**src/rtl/tpd_pkg.sv**
```systemverilog
// Constants for the T1 transmit pulse density enforcer.
// Assumes a byte-wide register port and a bit-serial PCM stream.
package tpd_pkg;

    // ------------------------------------------------------------
    // Register map
    // ------------------------------------------------------------
    localparam int ADDR_W = 8;
    localparam int DATA_W = 8;
    localparam logic [ADDR_W-1:0] CTRL_STATUS_OFF = 8'h69;
    localparam logic [DATA_W-1:0] CTRL_STATUS_RST = 8'h00;

    // ------------------------------------------------------------
    // Field positions
    // ------------------------------------------------------------
    localparam int FILL_IRQ_ENABLE_BIT = 7;
    localparam int FILL_ENABLE_BIT = 6;
    localparam int FILL_EVENT_FLAG_BIT = 5;
    localparam int VIOLATION_LIVE_BIT = 4;
    localparam int ZERO_RUN_FLAG_BIT = 3;
    localparam int DENSITY_CHANGE_FLAG_BIT = 2;
    localparam int ZERO_RUN_IRQ_ENABLE_BIT = 1;
    localparam int DENSITY_CHANGE_IRQ_ENABLE_BIT = 0;

    // ------------------------------------------------------------
    // Density rule
    // ------------------------------------------------------------
    localparam int ZERO_RUN_LIMIT = 16;
    localparam int MAX_ONES_N = 23;
    localparam int WINDOW_STEP = 8;
    localparam int CNT_W = 8;
    localparam int ZRUN_W = 5;

endpackage
```
**src/rtl/tpd_enforcer.sv**
```systemverilog
// T1 transmit pulse density enforcer with its control/status register.
// Assumes one PCM bit per cycle in which pcm_valid_i is high and a
// register master that never issues read and write together.
//
// Contract
// - E1 select high holds the control/status register at reset.
// - Fill enable set: insert a one wherever a density violation appears.
// - Fill clear: pass data unchanged, report via density-change flag.
// - Fill-event flag set per inserted bit, cleared by a register read.
// - Fill interrupt enable routes stuff events to interrupt; read clears.
// - Live violation bit follows the present violation, even one bit long.
// - Live violation bit held zero while fill is enabled.
// - Density-change flag set on each violation edge, cleared on read.
// - Zero-run flag set on sixteen consecutive zeros, cleared on read.
// - Density-change and zero-run flags latch regardless of interrupt enables.
// - Fill enable forces density-change and zero-run flags to zero.
// - Zero-run interrupt enable gates zero-run events onto interrupt.
// - Density-change enable with fill interrupt off: both edges interrupt.
//
// Our own choice: the plain strobed port.
`timescale 1ns/100ps
module tpd_enforcer #(
    parameter int MAX_N = tpd_pkg::MAX_ONES_N
) (
    // Clock and reset
    input wire logic clk_i,
    input wire logic rst_b_i,
    // Global mode
    input wire logic e1_not_t1_select_i,
    // Register port
    input wire logic [tpd_pkg::ADDR_W-1:0] addr_i,
    input wire logic [tpd_pkg::DATA_W-1:0] wr_data_i,
    input wire logic wr_i,
    input wire logic rd_i,
    output logic [tpd_pkg::DATA_W-1:0] rd_data_o,
    // Transmit PCM in
    input wire logic pcm_data_i,
    input wire logic pcm_valid_i,
    // Transmit PCM out
    output logic pcm_data_o,
    output logic pcm_valid_o,
    // Interrupt
    output logic irq_out_n_o
);
    import tpd_pkg::*;

    localparam int HIST_W = WINDOW_STEP * (MAX_N + 1);

    // ------------------------------------------------------------
    // Helpers
    // ------------------------------------------------------------
    // True when a window would hold fewer than n ones after the shift
    // One spare bit keeps the sum from wrapping
    function automatic logic win_short(input logic [CNT_W-1:0] cnt,
                                       input logic out_bit,
                                       input logic in_bit,
                                       input int unsigned n);
        logic [CNT_W:0] next;
        next = {1'b0, cnt} - {{CNT_W{1'b0}}, out_bit}
             + {{CNT_W{1'b0}}, in_bit};
        return next < (CNT_W+1)'(n);
    endfunction

    // ------------------------------------------------------------
    // Register state
    // ------------------------------------------------------------
    logic fill_irq_enable_q;
    logic fill_enable_q;
    logic fill_event_flag_q;
    logic violation_live_q;
    logic zero_run_flag_q;
    logic density_change_flag_q;
    logic zero_run_irq_enable_q;
    logic density_change_irq_enable_q;
    logic [DATA_W-1:0] rd_data_q;
    logic irq_n_q;

    logic reg_hit;
    logic wr_hit;
    logic rd_clr;
    logic [DATA_W-1:0] reg_view;

    // ------------------------------------------------------------
    // Register decode
    // ------------------------------------------------------------
    // One address only; every other one reads as zero
    assign reg_hit = (addr_i == CTRL_STATUS_OFF);
    assign wr_hit = wr_i && reg_hit;
    assign rd_clr = rd_i && reg_hit;

    // ------------------------------------------------------------
    // Density tracking state
    // ------------------------------------------------------------
    logic [HIST_W-1:0] hist_q;
    logic [CNT_W-1:0] cnt_q [1:MAX_N];
    logic [ZRUN_W-1:0] zrun_q;
    logic pcm_data_q;
    logic pcm_valid_q;

    logic viol_now;
    logic stuff_now;
    logic out_bit;
    logic zero_hit;
    logic win_viol;
    logic zrun_viol;
    logic fill_arm;
    logic flag_clr;

    // Check every window for the incoming bit
    always_comb begin
        win_viol = 1'b0;
        for (int n = 1; n <= MAX_N; n++) begin
            if (win_short(cnt_q[n], hist_q[WINDOW_STEP*(n+1)-1],
                          pcm_data_i, n)) begin
                win_viol = 1'b1;
            end
        end
    end

    // A sixteenth zero in a row breaks the rule on its own
    assign zrun_viol = !pcm_data_i
        && zrun_q >= ZRUN_W'(ZERO_RUN_LIMIT - 1);
    assign viol_now = win_viol || zrun_viol;

    // A one can only fill a violation caused by a zero
    assign stuff_now = fill_enable_q && !pcm_data_i && viol_now;
    assign out_bit = pcm_data_i | stuff_now;
    // Zero run follows output bits, so a stuffed one restarts it
    assign zero_hit = !out_bit && zrun_q >= ZRUN_W'(ZERO_RUN_LIMIT - 1);

    // ------------------------------------------------------------
    // Data path
    // ------------------------------------------------------------
    // History starts as all ones so no false violation after reset
    // A deep shift register buys an exact check of every window
    always_ff @(posedge clk_i or negedge rst_b_i) begin
        if (!rst_b_i) begin
            hist_q <= '1;
        end else if (pcm_valid_i) begin
            hist_q <= {hist_q[HIST_W-2:0], out_bit};
        end
    end

    for (genvar g = 1; g <= MAX_N; g++) begin : g_win
        localparam logic [CNT_W-1:0] FULL = CNT_W'(WINDOW_STEP * (g + 1));
        always_ff @(posedge clk_i or negedge rst_b_i) begin
            if (!rst_b_i) begin
                cnt_q[g] <= FULL;
            end else if (pcm_valid_i) begin
                cnt_q[g] <= cnt_q[g]
                          - {{(CNT_W-1){1'b0}},
                             hist_q[WINDOW_STEP*(g+1)-1]}
                          + {{(CNT_W-1){1'b0}}, out_bit};
            end
        end
    end

    // Zero run saturates at the limit so long runs stay flagged
    always_ff @(posedge clk_i or negedge rst_b_i) begin
        if (!rst_b_i) begin
            zrun_q <= '0;
        end else if (pcm_valid_i) begin
            if (out_bit) begin
                zrun_q <= '0;
            end else if (zrun_q < ZRUN_W'(ZERO_RUN_LIMIT)) begin
                zrun_q <= zrun_q + ZRUN_W'(1);
            end
        end
    end

    // Output bit holds between strobes
    always_ff @(posedge clk_i or negedge rst_b_i) begin
        if (!rst_b_i) begin
            pcm_data_q <= 1'b0;
        end else if (pcm_valid_i) begin
            pcm_data_q <= out_bit;
        end
    end

    always_ff @(posedge clk_i or negedge rst_b_i) begin
        if (!rst_b_i) begin
            pcm_valid_q <= 1'b0;
        end else begin
            pcm_valid_q <= pcm_valid_i;
        end
    end

    // ------------------------------------------------------------
    // Control bits
    // ------------------------------------------------------------
    // Writes are refused while E1 is selected
    always_ff @(posedge clk_i or negedge rst_b_i) begin
        if (!rst_b_i) begin
            fill_irq_enable_q <= CTRL_STATUS_RST[FILL_IRQ_ENABLE_BIT];
        end else if (e1_not_t1_select_i) begin
            fill_irq_enable_q <= CTRL_STATUS_RST[FILL_IRQ_ENABLE_BIT];
        end else if (wr_hit) begin
            fill_irq_enable_q <= wr_data_i[FILL_IRQ_ENABLE_BIT];
        end
    end

    always_ff @(posedge clk_i or negedge rst_b_i) begin
        if (!rst_b_i) begin
            fill_enable_q <= CTRL_STATUS_RST[FILL_ENABLE_BIT];
        end else if (e1_not_t1_select_i) begin
            fill_enable_q <= CTRL_STATUS_RST[FILL_ENABLE_BIT];
        end else if (wr_hit) begin
            fill_enable_q <= wr_data_i[FILL_ENABLE_BIT];
        end
    end

    always_ff @(posedge clk_i or negedge rst_b_i) begin
        if (!rst_b_i) begin
            zero_run_irq_enable_q <= CTRL_STATUS_RST[ZERO_RUN_IRQ_ENABLE_BIT];
        end else if (e1_not_t1_select_i) begin
            zero_run_irq_enable_q <= CTRL_STATUS_RST[ZERO_RUN_IRQ_ENABLE_BIT];
        end else if (wr_hit) begin
            zero_run_irq_enable_q <= wr_data_i[ZERO_RUN_IRQ_ENABLE_BIT];
        end
    end

    always_ff @(posedge clk_i or negedge rst_b_i) begin
        if (!rst_b_i) begin
            density_change_irq_enable_q <=
                CTRL_STATUS_RST[DENSITY_CHANGE_IRQ_ENABLE_BIT];
        end else if (e1_not_t1_select_i) begin
            density_change_irq_enable_q <=
                CTRL_STATUS_RST[DENSITY_CHANGE_IRQ_ENABLE_BIT];
        end else if (wr_hit) begin
            density_change_irq_enable_q <=
                wr_data_i[DENSITY_CHANGE_IRQ_ENABLE_BIT];
        end
    end

    // ------------------------------------------------------------
    // Status and event flags
    // ------------------------------------------------------------
    // Turning fill on clears the flags at the write's own edge, so no
    // read shows fill set beside stale density flags
    assign fill_arm = wr_hit && wr_data_i[FILL_ENABLE_BIT];
    assign flag_clr = e1_not_t1_select_i || fill_enable_q || fill_arm;

    // Live violation only meaningful in pass mode
    always_ff @(posedge clk_i or negedge rst_b_i) begin
        if (!rst_b_i) begin
            violation_live_q <= 1'b0;
        end else if (flag_clr) begin
            violation_live_q <= 1'b0;
        end else if (pcm_valid_i) begin
            violation_live_q <= viol_now;
        end
    end

    // Set beats the clear of a read in the same cycle
    always_ff @(posedge clk_i or negedge rst_b_i) begin
        if (!rst_b_i) begin
            fill_event_flag_q <= 1'b0;
        end else if (e1_not_t1_select_i) begin
            fill_event_flag_q <= 1'b0;
        end else if (pcm_valid_i && stuff_now) begin
            fill_event_flag_q <= 1'b1;
        end else if (rd_clr) begin
            fill_event_flag_q <= 1'b0;
        end
    end

    always_ff @(posedge clk_i or negedge rst_b_i) begin
        if (!rst_b_i) begin
            density_change_flag_q <= 1'b0;
        end else if (flag_clr) begin
            density_change_flag_q <= 1'b0;
        end else if (pcm_valid_i && viol_now != violation_live_q) begin
            density_change_flag_q <= 1'b1;
        end else if (rd_clr) begin
            density_change_flag_q <= 1'b0;
        end
    end

    always_ff @(posedge clk_i or negedge rst_b_i) begin
        if (!rst_b_i) begin
            zero_run_flag_q <= 1'b0;
        end else if (flag_clr) begin
            zero_run_flag_q <= 1'b0;
        end else if (pcm_valid_i && zero_hit) begin
            zero_run_flag_q <= 1'b1;
        end else if (rd_clr) begin
            zero_run_flag_q <= 1'b0;
        end
    end

    // ------------------------------------------------------------
    // Read port
    // ------------------------------------------------------------
    always_comb begin
        reg_view = '0;
        reg_view[FILL_IRQ_ENABLE_BIT] = fill_irq_enable_q;
        reg_view[FILL_ENABLE_BIT] = fill_enable_q;
        reg_view[FILL_EVENT_FLAG_BIT] = fill_event_flag_q;
        reg_view[VIOLATION_LIVE_BIT] = violation_live_q;
        reg_view[ZERO_RUN_FLAG_BIT] = zero_run_flag_q;
        reg_view[DENSITY_CHANGE_FLAG_BIT] = density_change_flag_q;
        reg_view[ZERO_RUN_IRQ_ENABLE_BIT] = zero_run_irq_enable_q;
        reg_view[DENSITY_CHANGE_IRQ_ENABLE_BIT] = density_change_irq_enable_q;
    end

    // Unmapped reads answer zero; data stands for one cycle only
    always_ff @(posedge clk_i or negedge rst_b_i) begin
        if (!rst_b_i) begin
            rd_data_q <= '0;
        end else if (rd_i) begin
            rd_data_q <= reg_hit ? reg_view : '0;
        end else begin
            rd_data_q <= '0;
        end
    end

    // ------------------------------------------------------------
    // Interrupt
    // ------------------------------------------------------------
    // Registered, so it trails the flags by one cycle
    // Change events stay off the pin while fill interrupts are on
    always_ff @(posedge clk_i or negedge rst_b_i) begin
        if (!rst_b_i) begin
            irq_n_q <= 1'b1;
        end else begin
            irq_n_q <= !((fill_event_flag_q && fill_irq_enable_q)
                || (zero_run_flag_q && zero_run_irq_enable_q)
                || (density_change_flag_q && density_change_irq_enable_q
                    && !fill_irq_enable_q));
        end
    end

    // ------------------------------------------------------------
    // Outputs
    // ------------------------------------------------------------
    // Every output leaves straight from a flop
    assign rd_data_o = rd_data_q;
    assign pcm_data_o = pcm_data_q;
    assign pcm_valid_o = pcm_valid_q;
    assign irq_out_n_o = irq_n_q;

endmodule

```
**config.mk**
```make
export PLATFORM = sky130hd
export DESIGN_NAME = tpd_enforcer
export DESIGN_NICKNAME = d
export VERILOG_FILES = /design/src/rtl/tpd_pkg.sv /design/src/rtl/tpd_enforcer.sv
export SDC_FILE = /design/constraint.sdc
export NUM_CORES = 1
export LEC_CHECK = 0
export BUFFER_PORTS_ARGS = -buffer_cell sky130_fd_sc_hd__clkbuf_2
export CORE_MARGIN = 5
export CORE_UTILIZATION = 65
export CTS_BUF_LIST = sky130_fd_sc_hd__clkbuf_16
export DETAILED_ROUTE_END_ITERATION = 8
export MAX_ROUTING_LAYER = met4
export PLACE_DENSITY = 0.82
export SLEW_MARGIN = 20
export SYNTH_ARGS = -nofsm -noshare
export SYNTH_HDL_FRONTEND = slang
export SYNTH_SLANG_ARGS = --single-unit
```
**constraint.sdc**
```tcl
create_clock -name clk_i -period 12.74 [get_ports clk_i]
set_input_delay 1.274 -clock clk_i [delete_from_list [all_inputs] [get_ports clk_i]]
set_output_delay 1.274 -clock clk_i [all_outputs]
set_load 0.03 [all_outputs]
```
# Word level (Yosys, flattened, before mapping)
# Cells that the tools add are included.
dict set report op_classes {
  n_mux 44
  n_reduce_logical 30
  bitwise 1
  n_eq_ne 2
  add_sub_neg 93
  magnitude_cmp 25
}
# op count
set ops {}
lappend ops {{9-bit by 1-bit adder with 9-bit output} 23}
lappend ops {{8-bit by 1-bit subtractor with 9-bit output} 23}
lappend ops {{8-bit by 1-bit adder with 8-bit output} 23}
lappend ops {{8-bit by 1-bit subtractor with 8-bit output} 23}
lappend ops {{9-bit by 4-bit < comparator with 1-bit output (second input constant)} 8}
lappend ops {{9-bit by 5-bit < comparator with 1-bit output (second input constant)} 8}
lappend ops {{1-bit 2-to-1 mux} 40}
lappend ops {{9-bit by 3-bit < comparator with 1-bit output (second input constant)} 4}
lappend ops {{9-bit by 2-bit < comparator with 1-bit output (second input constant)} 2}
lappend ops {{8-bit 2-to-1 mux} 2}
lappend ops {{1-bit logical AND} 14}
lappend ops {{5-bit 2-to-1 mux} 2}
lappend ops {{9-bit by 1-bit < comparator with 1-bit output (second input constant)} 1}
lappend ops {{3-bit nonzero test} 3}
lappend ops {{8-bit by 7-bit == test with 1-bit output (second input constant)} 1}
lappend ops {{2-bit nonzero test} 3}
lappend ops {{5-bit by 1-bit adder with 5-bit output (second input constant)} 1}
lappend ops {{5-bit by 4-bit greater-or-equal comparator with 1-bit output (second input constant)} 1}
lappend ops {{1-bit logical OR} 5}
lappend ops {{5-bit < comparator (second input constant)} 1}
lappend ops {{1-bit logical NOT} 4}
lappend ops {{2-bit AND reduction} 1}
lappend ops {{1-bit != test} 1}
lappend ops {{1-bit OR} 1}
dict set report totals {
  word_cells 232
  in_bits 23
  output_inout_bits 11
  ff_bits 400
}

# Longest topological paths before layout
# Gate-level depths: netlist of the first run.
dict set report depth {
  ltp_word 34
  mapped_depth 29
  mapped_depth_nobuf 27
}

# Worst setup path after synthesis of the first run
# OpenSTA, ideal clock, no wires.
dict set report synth_path {
  kind {input-to-reg}
  start {input pcm_data_i}
  end {register cnt_q[38] (netlist bit)}
  setup_slack_ns 6.894
  n_path_buf 4
  arrival_time_ns 5.717
  path_stages 28
  setup_time_ns 0.130
  path_cell_list {buf_4 inv_2 clkbuf_1 nor2_1 fa_1 a21o_1 a221o_1 a21o_1 a21oi_2 xnor2_1 o41ai_2 nor4_1 buf_2 buf_2 nand4_1 o311ai_1 ha_1 inv_1 fa_1 inv_1 a21oi_1 o21ai_0 a21oi_1 nor2_1 nor2_1 xnor2_1 nand2_1 o21ai_0}
}
dict set report synth_via {
  elab_chain_len 29
  word_cells_on_any_way 76
  classes_between {add/sub: 24; order compare: 23; mux: 23; bitwise: 1; reduce/logical: 5}
}
# element line
set synth_lines {}
lappend synth_lines {{start, declared} tpd_enforcer.sv:37} ;# input wire logic pcm_data_i,
lappend synth_lines {{9-bit by 1-bit adder with 9-bit output} tpd_enforcer.sv:60} ;# + {{CNT_W{1'b0}}, in_bit};
lappend synth_lines {{9-bit by 1-bit < comparator with 1-bit output} tpd_enforcer.sv:61} ;# return next < (CNT_W+1)'(n);
lappend synth_lines {{1-bit 2-to-1 mux (23 in series)} tpd_enforcer.sv:113} ;# if (win_short(cnt_q[n], hist_q[WINDOW_STEP*(n+1)-1],
lappend synth_lines {{1-bit logical OR} tpd_enforcer.sv:123} ;# assign viol_now = win_viol || zrun_viol;
lappend synth_lines {{1-bit logical AND} tpd_enforcer.sv:126} ;# assign stuff_now = fill_enable_q && !pcm_data_i && viol_now;
lappend synth_lines {{1-bit OR (*)} tpd_enforcer.sv:127} ;# assign out_bit = pcm_data_i | stuff_now;
lappend synth_lines {{8-bit by 1-bit adder with 8-bit output (*)} tpd_enforcer.sv:153} ;# + {{(CNT_W-1){1'b0}}, out_bit};
lappend synth_lines {{end signal, assigned by index} tpd_enforcer.sv:150} ;# cnt_q[g] <= cnt_q[g]
lappend synth_lines {{end, declared} tpd_enforcer.sv:95} ;# logic [CNT_W-1:0] cnt_q [1:MAX_N];
# Mark *: on every way between the ends. The rest lies on a longest branch, timed or not.
# A chain may end at the register's enable or synchronous reset.

# Worst setup path after layout of the first run
dict set report layout_path {
  start {input pcm_data_i}
  end {register cnt_q[119] (netlist bit)}
}
# The elaborated chain is that of the path after synthesis.

==> run_results.csv, run 1 <==
group,metric,value,unit
outcome,status,"finished, final reports clean",
cts,post_cts_resize_count,0,
timing,setup-violations-final,0,
finish,seqCellArea,0.01032,mm²
finish,final_cells,3654,
placed_design,gp_congestion,0.8862,
job,max-cap-violations,0,
timing,min_period,7.322,ns
floorplan,die_area,0.04895,mm²
routing,drtPass1Iterations,5,
finish,design_area,0.03099,mm²
synth,synth_cells,3101,
global_routing,grt_pass1_vias,22010,
routing,avgViaCountPerCell,5.966,
global_routing,grt_pass1_wl,103300,µm
setup_path,cp_slowest_stage_delay,0.59,ns
synth,syn_area_per_cell,9.354,µm²
setup_path,crit_fanout,41,
routing,met2RoutedLength,29400,µm
cts,clockBufferDepth,3,
synth,synth_edf_count,0,
synth,yosys.area.top_type,"dfstp_2",
timing,max_freq,136.6,MHz
floorplan,die_h,221.3,µm
finish,nets,3333,
setup_path,reg2reg_depth,26,
timing,hold_viol,0,
setup_path,cp.required,13.22,ns
placed_design,dp_hpwl,39400,µm
placed_design,placed_cell_area,0.02938,mm²
cts,cts-hold-fix-buffers,0,
synth,yosys-top-cells-area,"dfstp_2 22%, dfrtp_1 13%, ha_1 11%",
synth,yosysWarnings,0,
synth,netlist_area,0.02901,mm²
routing,wl_per_cell,16.33,µm
floorplan,start_util,0.6560,
floorplan,core_area,0.04422,mm²
setup_path,start_kind,"input port",
cts,cts_max_level,2,
synth,ys_seq_elements,400,
cts,cts_buffers,45,
routing,routed.top_layer,"met4",
routing,drtIter0Drc,1502,
setup_path,critPathKind,"in -> reg",
placed_design,pre_cts_slack,4.987,ns
synth,synth_top_area_share,0.2228,
cts,root_buffer,"clkbuf_16",
timing,worst_pin_slew,0.9834,ns
placed_design,portBuffers,29,
synth,yosysMostFrequentCell,"inv_1",
setup_path,crit_buf_inv,5,
synth,synth_commonest_cells,"350 x inv_1, 246 x dfstp_2, 244 x ha_1",
setup_path,worst_ep_arrival_time,7.80,ns
synth,ys.flop_type,"dfstp_2",
cts,cts_tree,"yes",
floorplan,io_pins,34,
timing,max_slew_margin,0.3429,
timing,layout_setup_ws,5.418,ns
floorplan,std_cell_rows,77,
placed_design,post-place-cells,3570,
setup_path,crit_top_cell,"a21oi_1",
floorplan,die_w,221.3,µm
finish,num_antenna_cells,0,
setup_path,worst_setup_path_end_kind,"flop",
routing,vias,21800,
timing,setup-tns-final,0,ns
synth,synthArstFlopShare,1.000,
routing,routed-wl-met3,2359,µm
timing,min_period_over_period,0.5747,
setup_path,critical_path.top_delay_family,"compound AO/OA/AOI/OAI gates",
synth,ys_seq_area_frac,0.3557,
finish,multi_input_area,0.01670,mm²
routing,ant_nets,0,
global_routing,antenna_found_initial,0,
setup_path,crit_slowest_cell,"buf_4",
setup_path,cp.depth,26,
synth,ys_types,89,
routing,remaining_drc_errors,0,
finish,drive_gt1_frac,0.1924,
routing,wl_met1,26260,µm
cts,cts_sinks,400,
finish,fill_cells,3119,
min_path,min_delay_path_depth,1,
global_routing,grt-ovfl-total,0,
finish,area_growth,6.837,%
timing,maxSlewViolCount,0,
cts,clock_latency,0.59,ns
global_routing,grt_start_max_net_pins,218,
global_routing,grt_usage,0.2492,
timing,grt_setup_unrepaired,"no",
cts,path_clk_slew,0.06,ns
routing,route.final.wire_length,59660,µm
min_path,hp-class,"reg -> reg",
cts,post-cts-setup-buffers,0,
timing,skew,0.02132,ns
synth,synth_nets,3409,
-- per-layer routing --
layer  track usage  vias up
met5             -        -
met4       0.07583        0
met3       0.03499      123
met2        0.4195      394
met1        0.3154    10620
li1              -    10660
-- worst paths after layout --
check	startpoint	end	slack [ns]
max reg2reg	hist_q[79]	cnt_q[119]	6.17
max in group asynchronous	rst_b_i	cnt_q[54]	9.35
min reg2reg	zero_run_flag_q	irq_out_n_o	0.47
min	zero_run_flag_q	irq_out_n_o	0.47
max	pcm_data_i	cnt_q[119]	5.42
min in group asynchronous	rst_b_i	cnt_q[114]	0.59
-- cell usage in the layout (no fill, tap or decap), types with 39 or more instances in the layout --
cell type  Yosys  final
mux2i_1       61     61
inv_1        350    351
xnor2_1      154    154
nor2b_1       57     57
nor2_1        98     97
and3_1        47     47
a21oi_1      215    215
a21o_1        66     66
nand3_1       50     50
o21bai_1      47     47
mux2_2       193    193
clkbuf_16      0     47
fa_1          41     41
dfrtp_1      154    154
dfstp_2      246    246
xor2_1        49     49
nand2_1      236    236
o21ai_0      238    238
ha_1         244    244
nand4_1       39     39
-- state kept, by name, indices dropped and copies added, names as in the netlist, 5 cells and up --
signal,flops
hist_q,192
cnt_q,184
rd_data_o,8
zrun_q,5
-- cell families after synthesis --
group,share of synthesized area
buf+inv,0.06949
compound gates,0.1718
simple gates,0.1122
flops,0.3557
xor+xnor,0.06129
fa+ha+maj,0.1335
mux,0.09597
-- metrics by stage --
step                utilization  hold slack [ns]
floorplan                     -           0.4142
CTS                      0.7006           0.4652
finish                   0.7008           0.4662
detailed placement       0.6645           0.4534
global placement         0.6645           0.4443
global route             0.7008           0.5010
-- cell type report --
class / count / area share
sequential: 400 / 0.3329
clock buffer: 47 / 0.03795
multi-input combinational: 2181 / 0.5390
timing repair buffer: 45 / 0.009932
inverter: 352 / 0.04263
clock inverter: 37 / 0.01369
tap: 592 / 0.02390
Power of run 1 is left out: the tool's default activity adds up to more than one toggle a clock period on the data nets, which glitch-free logic cannot reach.
==> run 2: changes to the inputs <==
- clock period: 12.74 -> 7.5 ns (I/O delays scaled with it)
==> run_results.csv, run 2 (synthesis results as in run 1) <==
group,metric,value,unit
outcome,status,"finished, final reports clean",
cts,clockBufferDepth,3,
cts,cts-hold-fix-buffers,0,
routing,route.final.wire_length,59750,µm
placed_design,post-place-cells,3573,
finish,nets,3336,
routing,vias,21810,
cts,path_clk_slew,0.07,ns
timing,max_slew_margin,0.2388,
timing,maxSlewViolCount,0,
routing,avgViaCountPerCell,5.964,
finish,largest_reg_flops,192,
setup_path,r2r-start,"hist_q[95]",
finish,regMostFlops,"hist_q",
global_routing,grt_pass1_vias,21850,
timing,min_period_over_period,0.8364,
setup_path,start_kind,"flop",
setup_path,worst_setup_path_end_kind,"flop",
cts,post_cts_resize_count,0,
routing,wl_per_cell,16.34,µm
finish,design_area,0.03109,mm²
cts,cts_sinks,400,
timing,min_period,6.273,ns
setup_path,crit_slowest_cell,"dfstp_2",
timing,setup-tns-final,0,ns
setup_path,crit_top_cell,"a21oi_1",
setup_path,worst_ep_arrival_time,6.74,ns
finish,final_cells,3657,
floorplan,std_cell_rows,77,
finish,layout_common_cells,"357 x inv_1, 246 x dfstp_2, 244 x ha_1",
placed_design,placed_cell_area,0.02944,mm²
global_routing,grt_pass1_wl,103300,µm
floorplan,start_util,0.6560,
setup_path,cp_slowest_stage_delay,0.63,ns
global_routing,antenna_found_initial,0,
setup_path,cp.required,7.97,ns
timing,skew,0.02952,ns
floorplan,die_h,221.3,µm
timing,grt_setup_unrepaired,"no",
cts,root_buffer,"clkbuf_16",
cts,clock_latency,0.58,ns
cts,cts_max_level,2,
global_routing,grt_start_max_net_pins,245,
floorplan,core_area,0.04422,mm²
timing,hold_viol,0,
routing,drtPass1Iterations,6,
job,max-cap-violations,0,
setup_path,reg2reg_depth,26,
cts,cts_tree,"yes",
finish,multi_input_area,0.01670,mm²
routing,remaining_drc_errors,0,
placed_design,dp_hpwl,39560,µm
finish,drive_gt1_frac,0.1928,
timing,setup-violations-final,0,
finish,num_antenna_cells,0,
setup_path,critPathKind,"reg -> reg",
routing,drtIter0Drc,1540,
finish,area_growth,7.182,%
setup_path,rrSetupSlack,1.23,ns
floorplan,die_area,0.04895,mm²
setup_path,worst_r2r_endpoint,"cnt_q[55]",
routing,ant_nets,0,
finish,seqCellArea,0.01032,mm²
finish,final_common_cell,"inv_1",
cts,post-cts-setup-buffers,0,
finish,fill_cells,3158,
floorplan,die_w,221.3,µm
timing,max_freq,159.4,MHz
setup_path,crit_fanout,14,
global_routing,grt-ovfl-total,0,
floorplan,io_pins,34,
finish,post-route-util,0.7031,
placed_design,gp_congestion,0.8796,
placed_design,portBuffers,29,
timing,worst_pin_slew,1.142,ns
cts,cts_buffers,45,
min_path,hp-class,"in -> async",
global_routing,grt_usage,0.2488,
## run 2: changes by cell type in the layout (fill, tap and decap cells not counted), moves of 2 or more
cell	delta
inv_1	+6
clkinv_1	-5
buf_12	+3
buf_4	+2
buf_6	-2
clkbuf_16	+2
clkinv_2	-2
clkinv_4	-2
clkinv_8	-2
inv_4	-2
inv_6	+2
## run 2: metrics by stage
step / hold slack, ns / setup slack, ns
final: 0.1960 / 1.227
after CTS: 0.2317 / 1.287
after global placement: 0.4408 / 1.054
after floorplan: 0.4142 / 2.178
after detailed placement: 0.4608 / 0.9412
after global routing: 0.2833 / 0.8204
## run 2: routing by layer
| metal | up-vias | GRT usage | part of all wire |
|---|---|---|---|
| li1 | 10680 | - | - |
| met1 | 10570 | 0.3106 | 0.44 |
| met2 | 415 | 0.4241 | 0.50 |
| met3 | 143 | 0.03909 | 0.040 |
| met4 | 0 | 0.06923 | 0.026 |
| met5 | - | - | 0 |
## run 2: worst max path at each step
| stage | start | to | slack (ns) | cells past startpoint |
|---|---|---|---|---|
| floorplan | pcm_data_i | cnt_q[38] | 2.18 | 28 |
| global placement | pcm_data_i | cnt_q[15] | 1.05 | 24 |
| detailed placement | pcm_data_i | cnt_q[63] | 0.94 | 25 |
| CTS | hist_q[95] | cnt_q[127] | 1.29 | 26 |
| global route | hist_q[95] | cnt_q[95] | 0.82 | 26 |
| finish | hist_q[95] | cnt_q[55] | 1.23 | 26 |
## run 2: final cells by class
class                   count  area share
multi-input cells        2181      0.5372
flip-flops and latches    400      0.3318
inverters                 352     0.04250
clock buffers              49     0.03944
well taps                 592     0.02382
clock inverters            35     0.01356
repair buffers             48     0.01159
## run 2: worst max-delay path: cells and delay by family, from the launching register on
| kind | cells | cell delay [ns] |
|---|---|---|
| AOI/OAI and AO/OA | 12 | 2.48 |
| and+or+nand+nor | 5 | 1.10 |
| adders and majority gates | 4 | 1.13 |
| xor gates and xnor gates | 1 | 0.14 |
| DFF | 1 | 0.63 |
| buffers and inverters | 4 | 0.66 |
Power of run 2 is left out for the same reason.
